File: config.mk
export PLATFORM = sky130hd
export DESIGN_NAME = charger_status_power_path
export DESIGN_NICKNAME = d
export VERILOG_FILES = /design/src/charger_status_pkg.sv /design/src/charger_status_power_path.sv /design/src/level_sync.sv /design/src/thermal_hysteresis.sv
export SDC_FILE = /design/constraint.sdc
export NUM_CORES = 1
export LEC_CHECK = 0
export BUFFER_PORTS_ARGS = -buffer_cell sky130_fd_sc_hd__buf_2
export CAP_MARGIN = 10
export CORE_MARGIN = 5
export CORE_UTILIZATION = 53
export DETAILED_ROUTE_END_ITERATION = 10
export PLACE_DENSITY_LB_ADDON = 0.2
export REMOVE_ABC_BUFFERS = 1
export SLEW_MARGIN = 10
export SYNTH_ARGS = -nofsm -noshare
export SYNTH_HDL_FRONTEND = slang
export SYNTH_SLANG_ARGS = --single-unit
File: constraint.sdc
create_clock -name clock -period 7 [get_ports clock]
set_input_delay 1.05 -clock clock [delete_from_list [all_inputs] [get_ports clock]]
set_output_delay 1.05 -clock clock [all_outputs]
set_load 0.05 [all_outputs]
File: src/charger_status_pkg.sv
// Constants shared by the charger status and power-path logic.
// Assumes a 32-bit APB slave with word-aligned registers.
package charger_status_pkg;
	localparam int ADDR_W = 8;
	localparam int DATA_W = 32;
	localparam int MV_W = 16;
	localparam int TEMP_W = 8;

	// Register indices; byte address is four times the index
	localparam logic [ADDR_W-1:0] CONTROL_IDX = 8'h12;
	localparam logic [ADDR_W-1:0] VOLTAGE_IDX = 8'h15;
	localparam logic [ADDR_W-1:0] STATUS_IDX = 8'h16;
	localparam logic [ADDR_W-1:0] CONTROL_ADDR = 8'h48;
	localparam logic [ADDR_W-1:0] VOLTAGE_ADDR = 8'h54;
	localparam logic [ADDR_W-1:0] STATUS_ADDR = 8'h58;

	// Control register fields
	localparam int LEARN_BIT = 4;
	localparam int DEPLETED_LSB = 9;
	localparam int DEPLETED_W = 3;
	localparam logic [15:0] CONTROL_RESET = 16'h0000;
	localparam logic [15:0] CONTROL_MASK = 16'h0e10;
	localparam logic [MV_W-1:0] VOLTAGE_RESET = 16'h0000;

	// Status register bit positions
	localparam int ST_ADAPTER_BIT = 7;
	localparam int ST_THERMAL_BIT = 8;
	localparam int ST_COLD_BIT = 9;
	localparam int ST_HOT_BIT = 10;
	localparam int ST_DEPLETED_BIT = 11;

	// Cell-count windows of the regulation voltage, in millivolts
	localparam logic [MV_W-1:0] THREE_CELL_MIN_MV = 16'd12000;
	localparam logic [MV_W-1:0] THREE_CELL_MAX_MV = 16'd14400;
	localparam logic [MV_W-1:0] FOUR_CELL_MIN_MV = 16'd16000;
	localparam logic [2:0] CELLS_THREE = 3'd3;
	localparam logic [2:0] CELLS_FOUR = 3'd4;

	// Per-cell depleted threshold: base plus code times step
	localparam logic [MV_W-1:0] DEPLETED_BASE_MV = 16'd2800;
	localparam logic [MV_W-1:0] DEPLETED_STEP_MV = 16'd100;

	// Die temperature limits in degrees Celsius
	localparam logic [TEMP_W-1:0] SHUTDOWN_C = 8'd145;
	localparam logic [TEMP_W-1:0] RESTART_C = 8'd130;

	localparam int SYNC_STAGES = 2;
endpackage : charger_status_pkg

File: src/charger_status_power_path.sv
// Status bits 7 to 11 and adapter/battery power-path selection of a charger.
// Assumes an APB master on clock; comparator inputs are asynchronous levels,
// battery voltage and die temperature are synchronous measurement words.
`timescale 1ns/1ps
// Operation
// - Adapter drives system and status bit 7 set when adapter present, not learning.
// - Battery drives system without adapter, or with adapter while learning.
// - Learning and battery below depleted threshold switches system to adapter.
// - Adapter overcurrent drops the adapter switch drive three clocks later, after the synchroniser and output register.
// - Status bit 8 high while charger held off by die overtemperature.
// - Shut down above 145 C with alarm; restart only below 130 C.
// - Register bus keeps working during thermal shutdown.
// - Status bit 9 high when thermistor is above the cold threshold.
// - Status bit 10 high when thermistor is below the hot threshold.
// - Hot threshold differs before charging and during charging.
// - Thermistor indications valid only while adapter is detected.
// - Status bit 11 high when battery below threshold from control bits 9-11.
// - Per-cell threshold scaled by three or four cells from voltage setting.
// - Depleted battery turns battery drive off; adapter on if was learning.
module charger_status_power_path #(
	parameter int MV_W = charger_status_pkg::MV_W,
	parameter int TEMP_W = charger_status_pkg::TEMP_W
) (
	input wire logic clock,
	input wire logic reset,
	input wire logic clockEnable,
	input wire logic psel,
	input wire logic penable,
	input wire logic pwrite,
	input wire logic [charger_status_pkg::ADDR_W-1:0] paddr,
	input wire logic [charger_status_pkg::DATA_W-1:0] pwdata,
	output logic [charger_status_pkg::DATA_W-1:0] prdata,
	output logic pready,
	output logic pslverr,
	input wire logic adapterDetectInput,
	input wire logic adapterOvercurrent,
	input wire logic thermistorAboveCold,
	input wire logic thermistorBelowHotStart,
	input wire logic thermistorBelowHotRun,
	input wire logic chargingActive,
	input wire logic [MV_W-1:0] batteryVoltageMv,
	input wire logic [TEMP_W-1:0] dieTemperature,
	output logic adapterSwitchDrive,
	output logic batterySwitchDrive,
	output logic chargerEnable,
	output logic thermalAlarm
);
	localparam int NSYNC = 6;

	logic [15:0] control_r;
	logic [MV_W-1:0] voltageSetting_r;
	logic [MV_W-1:0] batteryVoltage_r;
	logic [TEMP_W-1:0] dieTemp_r;
	logic learnDepleted_r;
	logic [NSYNC-1:0] rawComparators;
	logic [NSYNC-1:0] syncComparators;
	logic adapterPresent;
	logic overcurrent;
	logic senseCold;
	logic senseHotStart;
	logic senseHotRun;
	logic charging;
	logic thermalShutdown;
	logic thermalTrip;
	logic learnCycle;
	logic [2:0] cellCount;
	logic [MV_W-1:0] perCellMv;
	logic [MV_W-1:0] depletedThresholdMv;
	logic batteryDepleted;
	logic coldFlag;
	logic hotFlag;
	logic adapterDrive_nxt;
	logic batteryDrive_nxt;
	logic setupPhase;
	logic accessDone;
	logic writeDone;
	logic addrMapped;
	logic [15:0] statusWord;
	logic [charger_status_pkg::DATA_W-1:0] readValue;

	// Comparator synchronisers
	assign rawComparators = {chargingActive, thermistorBelowHotRun, thermistorBelowHotStart,
		thermistorAboveCold, adapterOvercurrent, adapterDetectInput};

	genvar gi;
	generate
		for (gi = 0; gi < NSYNC; gi++) begin : gSync
			level_sync uSync (
				.clock(clock),
				.reset(reset),
				.clockEnable(clockEnable),
				.asyncIn(rawComparators[gi]),
				.syncOut(syncComparators[gi])
			);
		end
	endgenerate

	assign adapterPresent = syncComparators[0];
	assign overcurrent = syncComparators[1];
	assign senseCold = syncComparators[2];
	assign senseHotStart = syncComparators[3];
	assign senseHotRun = syncComparators[4];
	assign charging = syncComparators[5];

	// Measurement words sampled once per cycle
	always_ff @(posedge clock) begin
		if (reset) begin
			batteryVoltage_r <= '0;
			dieTemp_r <= '0;
		end else if (clockEnable) begin
			batteryVoltage_r <= batteryVoltageMv;
			dieTemp_r <= dieTemperature;
		end
	end

	thermal_hysteresis #(
		.TEMP_W(TEMP_W),
		.TRIP(charger_status_pkg::SHUTDOWN_C),
		.RELEASE(charger_status_pkg::RESTART_C)
	) uThermal (
		.clock(clock),
		.reset(reset),
		.clockEnable(clockEnable),
		.dieTemp(dieTemp_r),
		.shutdown(thermalShutdown),
		.tripPulse(thermalTrip)
	);

	// Depleted threshold
	assign learnCycle = control_r[charger_status_pkg::LEARN_BIT];

	always_comb begin
		if (voltageSetting_r >= charger_status_pkg::FOUR_CELL_MIN_MV) begin
			cellCount = charger_status_pkg::CELLS_FOUR;
		end else begin
			cellCount = charger_status_pkg::CELLS_THREE;
		end
	end

	assign perCellMv = MV_W'(charger_status_pkg::DEPLETED_BASE_MV
		+ charger_status_pkg::DEPLETED_STEP_MV
		* control_r[charger_status_pkg::DEPLETED_LSB +: charger_status_pkg::DEPLETED_W]);
	assign depletedThresholdMv = MV_W'(perCellMv * cellCount);
	assign batteryDepleted = batteryVoltage_r < depletedThresholdMv;

	// Thermistor flags, gated by the adapter-backed reference
	assign coldFlag = adapterPresent && senseCold;
	assign hotFlag = adapterPresent && (charging ? senseHotRun : senseHotStart);

	// Learn cycle ended by a depleted battery
	always_ff @(posedge clock) begin
		if (reset) begin
			learnDepleted_r <= 1'b0;
		end else if (clockEnable) begin
			if (!learnCycle || !adapterPresent) begin
				learnDepleted_r <= 1'b0;
			end else if (batteryDepleted) begin
				learnDepleted_r <= 1'b1;
			end
		end
	end

	// Power-path selection
	always_comb begin
		adapterDrive_nxt = adapterPresent && (!learnCycle || learnDepleted_r
			|| batteryDepleted);
		if (overcurrent) begin
			adapterDrive_nxt = 1'b0;
		end
		batteryDrive_nxt = (!adapterPresent || (learnCycle && !learnDepleted_r))
			&& !batteryDepleted;
	end

	always_ff @(posedge clock) begin
		if (reset) begin
			adapterSwitchDrive <= 1'b0;
			batterySwitchDrive <= 1'b0;
		end else if (clockEnable) begin
			adapterSwitchDrive <= adapterDrive_nxt;
			batterySwitchDrive <= batteryDrive_nxt;
		end
	end

	always_ff @(posedge clock) begin
		if (reset) begin
			chargerEnable <= 1'b0;
			thermalAlarm <= 1'b0;
		end else if (clockEnable) begin
			chargerEnable <= !thermalShutdown;
			thermalAlarm <= thermalTrip;
		end
	end

	// Status word
	always_comb begin
		statusWord = '0;
		statusWord[charger_status_pkg::ST_ADAPTER_BIT] = adapterSwitchDrive;
		statusWord[charger_status_pkg::ST_THERMAL_BIT] = thermalShutdown;
		statusWord[charger_status_pkg::ST_COLD_BIT] = coldFlag;
		statusWord[charger_status_pkg::ST_HOT_BIT] = hotFlag;
		statusWord[charger_status_pkg::ST_DEPLETED_BIT] = batteryDepleted;
	end

	// APB slave, independent of thermal state
	assign setupPhase = psel && !penable;
	assign accessDone = psel && penable && pready;
	assign writeDone = accessDone && pwrite && addrMapped;

	always_comb begin
		addrMapped = 1'b1;
		readValue = '0;
		unique case (paddr)
			charger_status_pkg::CONTROL_ADDR: begin
				readValue[15:0] = control_r;
			end
			charger_status_pkg::VOLTAGE_ADDR: begin
				readValue[MV_W-1:0] = voltageSetting_r;
			end
			charger_status_pkg::STATUS_ADDR: begin
				readValue[15:0] = statusWord;
			end
			default: begin
				addrMapped = 1'b0;
			end
		endcase
	end

	always_ff @(posedge clock) begin
		if (reset) begin
			pready <= 1'b0;
			pslverr <= 1'b0;
			prdata <= '0;
		end else if (clockEnable) begin
			if (setupPhase) begin
				pready <= 1'b1;
				pslverr <= !addrMapped;
				prdata <= pwrite ? '0 : readValue;
			end else begin
				pready <= 1'b0;
				pslverr <= 1'b0;
			end
		end
	end

	always_ff @(posedge clock) begin
		if (reset) begin
			control_r <= charger_status_pkg::CONTROL_RESET;
			voltageSetting_r <= charger_status_pkg::VOLTAGE_RESET;
		end else if (clockEnable && writeDone) begin
			if (paddr == charger_status_pkg::CONTROL_ADDR) begin
				control_r <= pwdata[15:0] & charger_status_pkg::CONTROL_MASK;
			end
			if (paddr == charger_status_pkg::VOLTAGE_ADDR) begin
				voltageSetting_r <= pwdata[MV_W-1:0];
			end
		end
	end
endmodule : charger_status_power_path

File: src/level_sync.sv
// Two-flop synchroniser for one comparator level.
// Assumes the input is asynchronous to clock; the first flop feeds only the second.
`timescale 1ns/1ps
module level_sync (
	input wire logic clock,
	input wire logic reset,
	input wire logic clockEnable,
	input wire logic asyncIn,
	output logic syncOut
);
	logic meta_r;

	always_ff @(posedge clock) begin
		if (reset) begin
			meta_r <= 1'b0;
			syncOut <= 1'b0;
		end else if (clockEnable) begin
			meta_r <= asyncIn;
			syncOut <= meta_r;
		end
	end
endmodule : level_sync

File: src/thermal_hysteresis.sv
// Die-temperature shutdown with trip and release limits.
// Assumes the temperature word is synchronous and in whole degrees Celsius.
`timescale 1ns/1ps
module thermal_hysteresis #(
	parameter int TEMP_W = 8,
	parameter logic [TEMP_W-1:0] TRIP = charger_status_pkg::SHUTDOWN_C,
	parameter logic [TEMP_W-1:0] RELEASE = charger_status_pkg::RESTART_C
) (
	input wire logic clock,
	input wire logic reset,
	input wire logic clockEnable,
	input wire logic [TEMP_W-1:0] dieTemp,
	output logic shutdown,
	output logic tripPulse
);
	always_ff @(posedge clock) begin
		if (reset) begin
			shutdown <= 1'b0;
			tripPulse <= 1'b0;
		end else if (clockEnable) begin
			tripPulse <= 1'b0;
			if (!shutdown && dieTemp > TRIP) begin
				shutdown <= 1'b1;
				tripPulse <= 1'b1;
			end else if (shutdown && dieTemp < RELEASE) begin
				shutdown <= 1'b0;
			end
		end
	end
endmodule : thermal_hysteresis

==> results.tsv <==
stage	metric	value	unit
logic_synthesis	Post-Synth Adder-Cell Area	12.4	%
logic_synthesis	Post-Synth Simple-Gate Area	17.6	%
worst_hold_path	Hold Path Sink	voltageSetting_r[3]	
timing	RSZ-0062 raised after global routing	no	
grt	largest net degree at the start of global routing	81	
worst_hold_path	HP Start	voltageSetting_r[3]	
grt	met1 GRT Util	21.7	%
cts	Clock transition at path regs	0.08	ns
grt	M2 GR Usage	31.9	%
layout	fillers	747	
layout	commonest cells after routing, fill and taps aside	dfxtp_1, buf_2, nor2_1, nand2_1	
floorplanning	core area	8050	µm²
grt	GRT Total Usage	18.1	%
detailed_routing	DRT iter0 DRCs	103	
cts	Clock Path Buffers	2	
worst_setup_path	Critical Path RT	7.26	ns
cts	H-tree levels	3	
grt	met3 Resource Use GR	4.10	%
cts	Clk Latency, worst-skew pair	0.35	ns
logic_synthesis	Mean Syn Cell Area	8.99	µm²
timing	Tcrit/Tclk final	78.6	%
logic_synthesis	cell area after synthesis	4310	µm²
worst_setup_path	worst r2r src	control_r[10]	
cts	TritonCTS Buffers	9	
logic_synthesis	portion of netlist area occupied by mux cells	9.52	%
worst_hold_path	worst hold path class	flip-flop to flip-flop	
logic_synthesis	Syn Inst Count	480	
logic_synthesis	Yosys cell types	58	
logic_synthesis	synth warn	0	
worst_setup_path	worst reg2reg path endpoint	learnDepleted_r	
floorplanning	die width	100	µm
cts	postcts setup bufs	0	
floorplanning	Top Ports	114	
logic_synthesis	Synth Register Bits	78	
layout	Core Util, Final	60.2	%
layout	Diodes inserted	0	
grt	global-route wire length before repair	14800	µm
logic_synthesis	Seq/Total Area, Yosys	36.2	%
floorplanning	die height	100	µm
layout	nets	659	
detailed_routing	Via density	5.27	
timing	Setup Viol. Count Final	0	
worst_setup_path	crit path max fanout	6	
logic_synthesis	asr flop ratio synth	0	%
worst_setup_path	CP endpoint kind	flip-flop	
cts	CTS tree	built	
pwr	P_leak	2.20	nW
logic_synthesis	Yosys top cell by area	dfxtp_1	
logic_synthesis	xor and xnor area share after synthesis	2.03	%
timing	Worst-Margin Slew	0.867	ns
logic_synthesis	EDFF count, synth	0	
logic_synthesis	top cells by area, synth	dfxtp_1, ha_1, mux2i_1	
worst_setup_path	r2r worst-path depth	21	
detailed_routing	via count	3419	
grt	Remaining Overflow, GRT	0	
job	# Max-Cap Violations	0	
cts	Hold-fix buffers, CTS	0	
detailed_routing	post-route DRC violation count	0	
cts	PostCTS Resize Cnt	0	
floorplanning	# rows	33	
grt	initial antenna violation count	0	
worst_setup_path	Worst Setup Path Type	flip-flop to flip-flop	
layout	Area Growth Syn to Fin	12.4	%
logic_synthesis	largest family of logic cells by synthesized area	simple AND/OR/NAND/NOR gates	
worst_setup_path	type of origin of the critical path	flip-flop	
timing	Tmin final	5.51	ns
worst_setup_path	flop2flop setup slack	1.49	ns
logic_synthesis	Most used DFF post-synth	dfxtp_1	
logic_synthesis	compound-cell area share of the yosys netlist	14.5	%
worst_setup_path	WP data arrival	5.76	ns
layout	share of cells above drive strength 1	22.8	%
timing	Hold Fails Final Rpt	0	
placement	placed wire-length estimate	6600	µm
cts	# clock sinks	78	
timing	fmax	0.182	GHz
outcome	status	finished clean	
timing	setup_tns	0	ns
timing	Max-Slew Margin vs Limit	42.2	%
timing	Hold Slack	0.455	ns
worst_setup_path	critical path launch point	control_r[10]	
floorplanning	DIE AREA	10000	µm²
detailed_routing	DR pass1 iterations	4	
detailed_routing	total wire length	9020	µm
worst_hold_path	Hold Crit Depth	2	
grt	vias in the first global route	3356	
floorplanning	initial core utilization	53.6	%
pwr	PD cells	189	nW/µm²
logic_synthesis	Yosys top cell area share	36.2	%
placement	# port buffers	78	
detailed_routing	Antenna Nets Post-Route	0	
detailed_routing	post-DR wirelength/cell	13.9	µm
cts	clk root buf	clkbuf_8	
timing	Slew Viols, Final	0	
grt	grt peak-use layer	met2	
pwr	worst vdd ir	0.000104	V
placement	gpl congestion	0.851	
timing	Clock Skew	0.0113	ns
cell type report:
cell class	count	area (µm²)	area share (%)
sequential	78	1560	32.2
clock inverter	4	73.8	1.52
clock buffer	10	128	2.63
multi-input combinational	353	2470	51.0
timing repair buffer	81	413	8.52
tap	105	131	2.71
inverter	18	67.6	1.39
sequential cells by signal, indices dropped and copies added, names as in the netlist, 4 cells and up:
name,count
batteryVoltage_r,14
prdata,16
control_r,4
dieTemp_r,7
gSync.uSync.meta_r,6
voltageSetting_r,16
gSync.uSync.syncOut,6
layer usage:
layer  vias up  wire [µm]  share of wire [%]
met3         5        443                4.9
met4         0         86               0.95
met1      1591       4040                 45
met5         -          0                  0
li1       1740          -                  -
met2        83       4450                 49
worst max-delay path: stages, from the launching register on:
cell and delay, ns:
dfxtp_1 0.41, inv_1 0.14, ha_1 0.30, inv_1 0.04
ha_1 0.19, ha_1 0.29, or3_1 0.37, nand2_1 0.11
nor2_1 0.05, ha_1 0.30, ha_1 0.38, a21oi_1 0.17
nor2b_1 0.06, a31o_2 0.22, o41ai_1 0.45, a2bb2oi_1 0.23
ha_1 0.27, and4b_1 0.23, nor2b_1 0.14, a2111oi_2 0.65
a31oi_1 0.17, a211oi_1 0.24
cells by family after synthesis:
group,count (synthesis)
AOI/OAI and AO/OA,87
and+or+nand+nor,157
xor gates and xnor gates,10
other,1
muxes,41
adders and majority gates,42
buffers and inverters,64
DFF,78
through the flow:
| stage | instances | power (W) | instance area (µm²) | setup slack (ns) |
|---|---|---|---|---|
| global placement | 635 | 0.000566 | 4650 | 1.62 |
| CTS | 649 | 0.000922 | 4850 | 1.50 |
| finish | 649 | 0.000917 | 4850 | 1.49 |
| detailed placement | 635 | 0.000569 | 4650 | 1.52 |
| floorplan | 449 | 0.000528 | 4100 | 1.97 |
| global route | 649 | 0.000952 | 4850 | 1.16 |
how the worst max path moves through the flow:
stage / slack [ns] / depth (start not counted) / endpoint
final: 1.49 / 21 / learnDepleted_r
after global routing: 1.16 / 21 / learnDepleted_r
after CTS: 1.50 / 21 / learnDepleted_r
after detailed placement: 1.52 / 21 / learnDepleted_r
after global placement: 1.62 / 21 / batterySwitchDrive
after floorplan: 1.97 / 17 / prdata[11]
power by group:
group	switching (W)	leakage, nW	total [W]	internal (W)
clock network	0.000162	0.102	0.000359	0.000197
registers	0.00000743	0.635	0.000463	0.000456
logic	0.0000614	1.46	0.0000949	0.0000334
total	0.000231	2.20	0.000917	0.000687
synthesized netlist by cell type (all sizes together) (3+ instances only):
master / number
buf: 26
o21ai: 10
mux2i: 41
nand2: 55
a211oi: 5
o211ai: 3
a2bb2oi: 5
nor3: 3
xor2: 5
ha: 41
nand3: 8
a22oi: 13
inv: 17
clkbuf: 20
dfxtp: 78
o21bai: 3
nor2: 68
a21oi: 29
nor2b: 5
xnor2: 5
a32oi: 3
a21o: 3
or3: 4
(Power assumes the default switching activity.)
